$ cat src/include/clk_ctrl_defs.vh
// Register map, field positions, reset values and timing counts
// for the system and timer clock control block.
`ifndef CLK_CTRL_DEFS_VH
`define CLK_CTRL_DEFS_VH

// Printed offsets are register indices; byte address is four times
`define SYS_CLK_CTRL_IDX   32'h5000000A
`define TMR_CLK_CTRL_IDX   32'h5000000C

// System clock control fields
`define SYS_PLL_FLAG_BIT   15
`define SYS_XTAL_FLAG_BIT  14
`define SYS_RC_FLAG_BIT    13
`define SYS_SLOW_FLAG_BIT  12
`define LP_SRC_MSB         9
`define LP_SRC_LSB         8
`define DIVIDED_SYSTEM_CLOCK_HALVE_BIT     6
`define PLL_HALVE_BIT      5
`define USB_SRC_BIT        4
`define FAST_XTAL_DIV_BIT  3
`define XTAL_OFF_BIT       2
`define SYS_SEL_MSB        1
`define SYS_SEL_LSB        0

// System clock source codes
`define SRC_XTAL           2'h0
`define SRC_RC             2'h1
`define SRC_LOW_POWER      2'h2
`define SRC_PLL            2'h3

// Timer clock control fields
`define PWM_PAD_MAP_BIT    14
`define WAKE_CLK_EN_BIT    13
`define BREATH_CLK_EN_BIT  12
`define TMR2_LSB           8
`define TMR1_LSB           4
`define TMR0_LSB           0

// Reset values
`define SYS_CTRL_RESET     16'h0001
`define TMR_CTRL_RESET     16'h0000

// Source switch settle time and core clock period
`define SWITCH_TIME_NS     200
`define CORE_CLK_PERIOD_NS 50

`endif

$ cat src/design/clk_source_switch.v
// Tracks which system clock source is really driving the system.
// Assumes sourceReady comes from the oscillators, synchronous to core_clk.
`timescale 1ns/1ns
`include "clk_ctrl_defs.vh"

module clk_source_switch (
    input  wire       core_clk,
    input  wire       rstn,
    input  wire [1:0] requestSelect,
    input  wire [3:0] sourceReady,
    output reg  [1:0] activeSelect_ff,
    output wire       switchBusy
);
    // Least settle time rounds up to whole cycles
    localparam SETTLE_CYCLES = (`SWITCH_TIME_NS + `CORE_CLK_PERIOD_NS - 1)
                               / `CORE_CLK_PERIOD_NS;
    localparam [31:0] SETTLE_SPAN = SETTLE_CYCLES - 1;
    localparam [3:0]  SETTLE_LAST = SETTLE_SPAN[3:0];
    localparam ST_IDLE   = 1'b0;
    localparam ST_SETTLE = 1'b1;

    reg       state_ff;
    reg [1:0] target_ff;
    reg [3:0] count_ff;

    assign switchBusy = (requestSelect != activeSelect_ff);

    always @(posedge core_clk or negedge rstn) begin
        if (!rstn) begin
            state_ff        <= ST_IDLE;
            target_ff       <= `SRC_RC;
            count_ff        <= 4'h0;
            activeSelect_ff <= `SRC_RC;
        end else begin
            case (state_ff)
                ST_IDLE: begin
                    // Move only to a source that reports ready
                    if (switchBusy && sourceReady[requestSelect]) begin
                        target_ff <= requestSelect;
                        count_ff  <= 4'h0;
                        state_ff  <= ST_SETTLE;
                    end
                end
                ST_SETTLE: begin
                    if (requestSelect != target_ff ||
                            !sourceReady[target_ff]) begin
                        state_ff <= ST_IDLE;
                    end else if (count_ff == SETTLE_LAST) begin
                        activeSelect_ff <= target_ff;
                        state_ff        <= ST_IDLE;
                    end else begin
                        count_ff <= count_ff + 4'h1;
                    end
                end
                default: state_ff <= ST_IDLE;
            endcase
        end
    end
endmodule // clk_source_switch

$ cat src/design/timer_clock_gen.v
// One timer clock: gate, source select and divide by 1, 2, 4 or 8.
// Assumes dividedTick is a one-cycle enable pulse on core_clk.
`timescale 1ns/1ns

module timer_clock_gen (
    input  wire       core_clk,
    input  wire       rstn,
    input  wire       clockGate,
    input  wire       sourceSelect,
    input  wire [1:0] divider,
    input  wire       dividedTick,
    output reg        timerTick_ff
);
    reg  [2:0] count_ff;
    wire       sourceTick;
    wire [2:0] countLast;

    // 1 picks the undivided clock, 0 the divided one
    assign sourceTick = sourceSelect ? 1'b1 : dividedTick;
    assign countLast  = (3'h1 << divider) - 3'h1;

    always @(posedge core_clk or negedge rstn) begin
        if (!rstn) begin
            count_ff     <= 3'h0;
            timerTick_ff <= 1'b0;
        end else if (!clockGate) begin
            count_ff     <= 3'h0;
            timerTick_ff <= 1'b0;
        end else if (sourceTick) begin
            if (count_ff >= countLast) begin
                count_ff     <= 3'h0;
                timerTick_ff <= 1'b1;
            end else begin
                count_ff     <= count_ff + 3'h1;
                timerTick_ff <= 1'b0;
            end
        end else begin
            timerTick_ff <= 1'b0;
        end
    end
endmodule // timer_clock_gen

$ cat src/design/clock_control.v
// System and timer clock control with an APB register slave.
// Assumes all inputs synchronous to core_clk; core_clk is the AHB clock.
//
// Functional notes
// - Bit 15 reads one while the PLL drives the system.
// - Bit 14 reads one while the fast crystal drives the system.
// - Bit 13 reads one while the fast RC drives; one after reset.
// - Bit 12 reads one while either slow clock drives the system.
// - Bits 9:8 choose the low-power clock source, four options.
// - Bit 6 halves the divided system clock for a doubled crystal.
// - Bit 5 halves the PLL clock before any downstream use.
// - Bit 4 picks USB clock: 0 halved PLL, 1 AHB clock.
// - Bit 3 enables crystal dividers feeding both radio PLLs.
// - Bit 2 stops the fast crystal at once, no handshake.
// - Bits 1:0 select crystal, RC, low-power or PLL system source.
// - Timer bit 14 maps timer-1 PWM to pad if debug off; kept asleep.
// - Each timer has its own gate and undivided/divided source select.
// - Each timer divides its source by 1, 2, 4 or 8.
`timescale 1ns/1ns
`include "clk_ctrl_defs.vh"

module clock_control #(
    parameter ADDR_W = 8
) (
    input  wire              core_clk,
    input  wire              rstn,
    input  wire              psel,
    input  wire              penable,
    input  wire              pwrite,
    input  wire [ADDR_W-1:0] paddr,
    input  wire [31:0]       pwdata,
    output reg  [31:0]       prdata,
    output wire              pready,
    output wire              pslverr,
    input  wire [3:0]        sourceReady,
    input  wire              crystalSettledFlag,
    input  wire              debugPortEnable,
    input  wire              deepSleep,
    output wire [1:0]        activeSourceSelect,
    output wire [1:0]        lowPowerClockSource,
    output wire              dividedClockHalveEnable,
    output wire              pllHalveEnable,
    output wire              usbClockSourceSelect,
    output wire              fastCrystalDividerEnable,
    output wire              crystalOscillatorOff,
    output reg               dividedClockTick_ff,
    output reg               pllClockTick_ff,
    output reg               usbClockTick_ff,
    output wire [2:0]        timerTick,
    output reg               wakeCounterTick_ff,
    output reg               breathingLedTick_ff,
    output reg               timer1PwmPadMap_ff
);
    localparam [31:0] SYS_IDX = `SYS_CLK_CTRL_IDX;
    localparam [31:0] TMR_IDX = `TMR_CLK_CTRL_IDX;
    localparam [ADDR_W-1:0] SYS_ADDR = {SYS_IDX[ADDR_W-3:0], 2'b00};
    localparam [ADDR_W-1:0] TMR_ADDR = {TMR_IDX[ADDR_W-3:0], 2'b00};

    reg  [15:0] sysCtrl_ff;
    reg  [15:0] tmrCtrl_ff;
    reg         divnPhase_ff;
    reg         pllPhase_ff;
    reg         usbPhase_ff;
    reg  [15:0] nxt_rdata;
    wire [1:0]  activeSel;
    wire [3:0]  readyGated;
    wire [15:0] sysView;
    wire        hitSys;
    wire        hitTmr;
    wire        mapped;
    wire        wrStrobe;

    // Bus decode; zero wait states
    assign hitSys   = (paddr == SYS_ADDR);
    assign hitTmr   = (paddr == TMR_ADDR);
    assign mapped   = hitSys | hitTmr;
    assign pready   = psel & penable;
    assign pslverr  = psel & penable & ~mapped;
    assign wrStrobe = psel & penable & pwrite & mapped;

    // Control bits straight from the register; active select from the switch
    assign lowPowerClockSource =
        sysCtrl_ff[`LP_SRC_MSB:`LP_SRC_LSB];
    assign dividedClockHalveEnable = sysCtrl_ff[`DIVIDED_SYSTEM_CLOCK_HALVE_BIT];
    assign pllHalveEnable = sysCtrl_ff[`PLL_HALVE_BIT];
    assign usbClockSourceSelect = sysCtrl_ff[`USB_SRC_BIT];
    assign fastCrystalDividerEnable =
        sysCtrl_ff[`FAST_XTAL_DIV_BIT];
    assign crystalOscillatorOff = sysCtrl_ff[`XTAL_OFF_BIT];
    assign activeSourceSelect = activeSel;

    // A stopped or unsettled crystal is never a switch target
    assign readyGated = {sourceReady[3:1],
                         sourceReady[0] & crystalSettledFlag &
                         ~crystalOscillatorOff};

    clk_source_switch u_switch (
        .core_clk        (core_clk),
        .rstn            (rstn),
        .requestSelect   (sysCtrl_ff[`SYS_SEL_MSB:`SYS_SEL_LSB]),
        .sourceReady     (readyGated),
        .activeSelect_ff (activeSel),
        .switchBusy      ()
    );

    // Status flags decoded from the confirmed source only
    assign sysView = {activeSel == `SRC_PLL,
                      activeSel == `SRC_XTAL,
                      activeSel == `SRC_RC,
                      activeSel == `SRC_LOW_POWER,
                      2'b00,
                      sysCtrl_ff[9:8],
                      1'b0,
                      sysCtrl_ff[6:0]};

    // Register writes; status bits and reserved bits are not stored
    always @(posedge core_clk or negedge rstn) begin
        if (!rstn) begin
            sysCtrl_ff <= `SYS_CTRL_RESET;
            tmrCtrl_ff <= `TMR_CTRL_RESET;
        end else if (wrStrobe) begin
            if (hitSys) begin
                sysCtrl_ff <= {6'h00, pwdata[9:8], 1'b0, pwdata[6:0]};
            end
            if (hitTmr) begin
                tmrCtrl_ff <= {1'b0, pwdata[14:0]};
            end
        end
    end

    // Read data is captured in the setup cycle
    always @* begin
        nxt_rdata = 16'h0000;
        if (hitSys) begin
            nxt_rdata = sysView;
        end else if (hitTmr) begin
            nxt_rdata = tmrCtrl_ff;
        end
    end

    always @(posedge core_clk or negedge rstn) begin
        if (!rstn) begin
            prdata <= 32'h00000000;
        end else if (psel && !penable && !pwrite) begin
            prdata <= {16'h0000, nxt_rdata};
        end
    end

    // Divided, PLL and USB clock enables
    always @(posedge core_clk or negedge rstn) begin
        if (!rstn) begin
            divnPhase_ff        <= 1'b0;
            pllPhase_ff         <= 1'b0;
            usbPhase_ff         <= 1'b0;
            dividedClockTick_ff <= 1'b0;
            pllClockTick_ff     <= 1'b0;
            usbClockTick_ff     <= 1'b0;
        end else begin
            divnPhase_ff <= ~divnPhase_ff;
            pllPhase_ff  <= ~pllPhase_ff;
            dividedClockTick_ff <=
                ~dividedClockHalveEnable | divnPhase_ff;
            pllClockTick_ff <= ~pllHalveEnable | pllPhase_ff;
            if (pllClockTick_ff) begin
                usbPhase_ff <= ~usbPhase_ff;
            end
            if (usbClockSourceSelect) begin
                usbClockTick_ff <= 1'b1;
            end else begin
                usbClockTick_ff <= pllClockTick_ff & usbPhase_ff;
            end
        end
    end

    // Three timer clocks, one generator each
    genvar t;
    generate
        for (t = 0; t < 3; t = t + 1) begin : g_timer
            timer_clock_gen u_timer (
                .core_clk     (core_clk),
                .rstn         (rstn),
                .clockGate    (tmrCtrl_ff[4*t+2]),
                .sourceSelect (tmrCtrl_ff[4*t+3]),
                .divider      (tmrCtrl_ff[4*t+1:4*t]),
                .dividedTick  (dividedClockTick_ff),
                .timerTick_ff (timerTick[t])
            );
        end
    endgenerate

    // Wake counter, breathing clock gates and PWM pad mapping
    always @(posedge core_clk or negedge rstn) begin
        if (!rstn) begin
            wakeCounterTick_ff  <= 1'b0;
            breathingLedTick_ff <= 1'b0;
            timer1PwmPadMap_ff  <= 1'b0;
        end else begin
            wakeCounterTick_ff  <= tmrCtrl_ff[`WAKE_CLK_EN_BIT] &
                                   dividedClockTick_ff;
            breathingLedTick_ff <= tmrCtrl_ff[`BREATH_CLK_EN_BIT] &
                                   dividedClockTick_ff;
            // Mapping frozen while in deep sleep
            if (!deepSleep) begin
                timer1PwmPadMap_ff <= tmrCtrl_ff[`PWM_PAD_MAP_BIT] &
                                      ~debugPortEnable;
            end
        end
    end
endmodule // clock_control

$ cat config.mk
export PLATFORM = sky130hd
export DESIGN_NAME = clock_control
export DESIGN_NICKNAME = d
export VERILOG_FILES = /design/src/design/clk_source_switch.v /design/src/design/timer_clock_gen.v /design/src/design/clock_control.v
export VERILOG_INCLUDE_DIRS = /design/src /design/src/include
export SDC_FILE = /design/constraint.sdc
export NUM_CORES = 1
export LEC_CHECK = 0
export BUFFER_PORTS_ARGS = -buffer_cell sky130_fd_sc_hd__clkbuf_2
export CAP_MARGIN = 20
export CORE_ASPECT_RATIO = 0.7
export CORE_MARGIN = 3
export CORE_UTILIZATION = 53
export CTS_BUF_LIST = sky130_fd_sc_hd__clkbuf_4
export DETAILED_ROUTE_END_ITERATION = 12
export GPL_TIMING_DRIVEN = 1
export PLACE_DENSITY = 0.82
export SLEW_MARGIN = 10
export SYNTH_ARGS = -nofsm -noshare
export SYNTH_HDL_FRONTEND = slang
export SYNTH_SLANG_ARGS = --single-unit
$ cat constraint.sdc
create_clock -name core_clk -period 2.5 [get_ports core_clk]
set_input_delay 0.25 -clock core_clk [delete_from_list [all_inputs] [get_ports core_clk]]
set_output_delay 0.25 -clock core_clk [all_outputs]
set_load 0.05 [all_outputs]
==> results by group <==
Outcome
  – Outcome: completed

Synthesis
  – Cells after Synth: 315
  – Seq/Total Area, Yosys: 0.505
  – Synth area leader: dfrtp_1
  – Mapped Area: 3470 µm²
  – Top-area cell type share of the netlist area: 0.483
  – Synth warn: 0
  – Distinct cells, synth: 43
  – Synth async-reset ratio: 1.00
  – Top FF cell, synth: dfrtp_1
  – Mean post-synth cell area: 11.0 µm²
  – Register bit total from synthesis: 70
  – Top cells by area, synth: dfrtp_1 (48%), mux2_2 (5.8%), ha_1 (4.7%), buf_4 (4.5%), mux2_4 (4.3%)
  – Post-synth EDFFs: 0

Worst setup path
  – Critical path class: reg2reg
  – CP Data Required Time: 2.82 ns
  – Critical Path AT: 2.40 ns
  – Max incr delay on CP: 0.66 ns
  – Crit end category: register
  – Worst Path Max Fanout: 10
  – FF-to-FF setup slack: 0.41 ns
  – Critical Path Source Type: register
  – CP Cell Sequence: xnor2_1 -> nand4_1 -> o22ai_1 -> or3b_1 -> mux2_2
  – Critical-path top delay cell: dfstp_2

GRT
  – Gr usage total: 0.207
  – Initial antenna violation count: 0
  – Total grt overflow: 0
  – Largest net degree at the start of global routing: 36
  – First-pass GRT wire length: 11.8 mm
  – Vias in the first global route: 2364

STA
  – RSZ-0062 raised after global routing: false
  – Final hold vios: 0
  – Endpoints failing setup: 0
  – Worst slew pin tran: 0.587 ns
  – Worst slew margin: 0.607
  – Setup Skew: 0.0109 ns
  – Fmax: 480 MHz
  – Setup TNS Final: 0 ns
  – Final number of max-transition violations: 0
  – Period utilization: 0.834
  – Period minus WS final: 2.09 ns

Power
  – Leak: 2.02 nW
  – Total chip power: 2.36 mW
  – PwrDens: 591 nW/µm²
  – Peak VDD IR: 0.000349 V

Placed design
  – DP HPWL: 5.18 mm
  – Gpl congestion: 0.794
  – Port buffer count: 70

Floorplan
  – Core ar.: 6280 µm²
  – Starting Density: 0.553
  – Total I/O pin count: 104
  – Die H: 73.7 µm
  – Die Area: 7580 µm²
  – Die width: 103 µm
  – Core Rows: 24

Clock tree
  – Clock Tree Buf Depth: 2
  – CTS root buf: clkbuf_4
  – H-tree depth: 3
  – Worst-path clk slew: 0.12 ns
  – Inserted Clock Buffers: 9
  – Clock Latency Late Sink: 0.42 ns
  – Clock Sinks: 70
  – Setup Buffers After CTS: 0
  – CTS tree: yes

Drt
  – 1st-pass router iterations: 4
  – Via/cell ratio: 5.31
  – WL/cell: 15.2 µm
  – Vias: 2503
  – Initial DRC count: 141
  – Post-route DRC: 0
  – ANT nets after route: 0
  – Routed WL: 7.16 mm

Layout
  – Layout Nets: 453
  – Most common cell after layout, fill and taps aside: clkbuf_2
  – Share of cells above drive strength 1: 0.328
  – Ant. Diodes: 0
  – Highest-count cells in the layout ignoring fill and taps: clkbuf_2 (69), dfrtp_1 (67), nor2_1 (33)
  – Area Growth Syn to Fin: 15.1%

Worst hold path
  – Worst hold path class: in2reg

Run
  – Max_cap viols: 0
## worst max-delay path: cells and delay by family, from the launching register on
| kind | cells | cell delay (ns) |
|---|---|---|
| DFF | 1 | 0.66 |
| xor gates and xnor gates | 1 | 0.14 |
| AOI/OAI and AO/OA | 1 | 0.39 |
| and+or+nand+nor | 2 | 0.53 |
| muxes | 1 | 0.28 |
## path summary, 6_finish.rpt
path | end | start | cells after the start
max in group asynchronous | sysCtrl_ff[0] | rstn | 3
setup reg to reg | u_switch.activeSelect_ff[1] | sysCtrl_ff[0] | 5
min in group asynchronous | timer1PwmPadMap_ff | rstn | 2
hold / removal | tmrCtrl_ff[7] | pwdata[7] | 2
hold reg to reg | divnPhase_ff | divnPhase_ff | 1
setup / recovery | u_switch.activeSelect_ff[1] | sysCtrl_ff[0] | 5
## power by group
group / switching, mW / internal, mW
registers: 0.0335 / 1.18
clock network: 0.406 / 0.398
logic: 0.261 / 0.0879
## cells in the mapped netlist, drive strengths merged (2+ instances only)
master,n
a21boi,6
a21o,4
a21oi,5
a221oi,10
a31oi,2
a32oi,2
and2,3
buf,24
clkbuf,7
dfrtp,67
dfstp,3
ha,13
inv,12
mux2,28
mux2i,3
nand2,32
nand2b,6
nand3,8
nand3b,5
nor2,33
nor3b,8
nor4,2
nor4bb,3
o211ai,2
o21ai,7
o31ai,4
or2,3
or3b,2
xnor2,3
## sequential cells by signal, indices dropped and copies added, names as in the netlist, 2 cells and up
register                      cells
prdata                           16
u_switch.target_ff                2
sysCtrl_ff                        9
g_timer.u_timer.count_ff          9
u_switch.count_ff                 4
tmrCtrl_ff                       15
u_switch.activeSelect_ff          2
g_timer.u_timer.timerTick_ff      3
## repair_timing
action,in CTS,in global routing
gates resized for setup,0,0
hold buffers,2,0
endpoints found under the hold margin,68,0
## stage by stage
stage               worst slack (ns)  hold slack [ns]  utilization  area [µm²]  cells
floorplan                     0.0945          -0.0456            -        3530    330
global route                   0.290           0.0265        0.637        4000    471
global placement               0.418           0.0495        0.609        3820    453
detailed placement             0.360           0.0463        0.609        3820    453
CTS                            0.436           0.0211        0.637        4000    471
finish                         0.415           0.0553        0.637        4000    471
## cell type report
cell class / instances / area [µm²]
tap: 78 / 97.6
fill: 520 / 2280
clock inverter: 7 / 88.8
multi-input combinational: 217 / 1530
timing repair buffer: 78 / 415
sequential: 70 / 1760
clock buffer: 9 / 67.6
inverter: 12 / 45.0
## cells by family (layout without fill, tap and decap cells)
group	after synthesis	count (layout)	synth area share
AOI/OAI and AO/OA	45	45	0.0929
xor gates and xnor gates	4	4	0.0101
adders and majority gates	13	13	0.0468
buffers and inverters	43	106	0.0720
DFF	70	70	0.505
muxes	31	31	0.110
other	1	16	0.00108
and+or+nand+nor	108	108	0.161
## per-layer routing
layer | vias to the layer above | global-route usage | share of wire
met3 | 10 | 0.0645 | 0.075
met4 | 0 | 0.0776 | 0.012
met5 | - | 0 | 0
met1 | 1187 | 0.287 | 0.46
li1 | 1212 | - | -
met2 | 94 | 0.305 | 0.46
No activity file was read; power rests on OpenSTA's default activity.
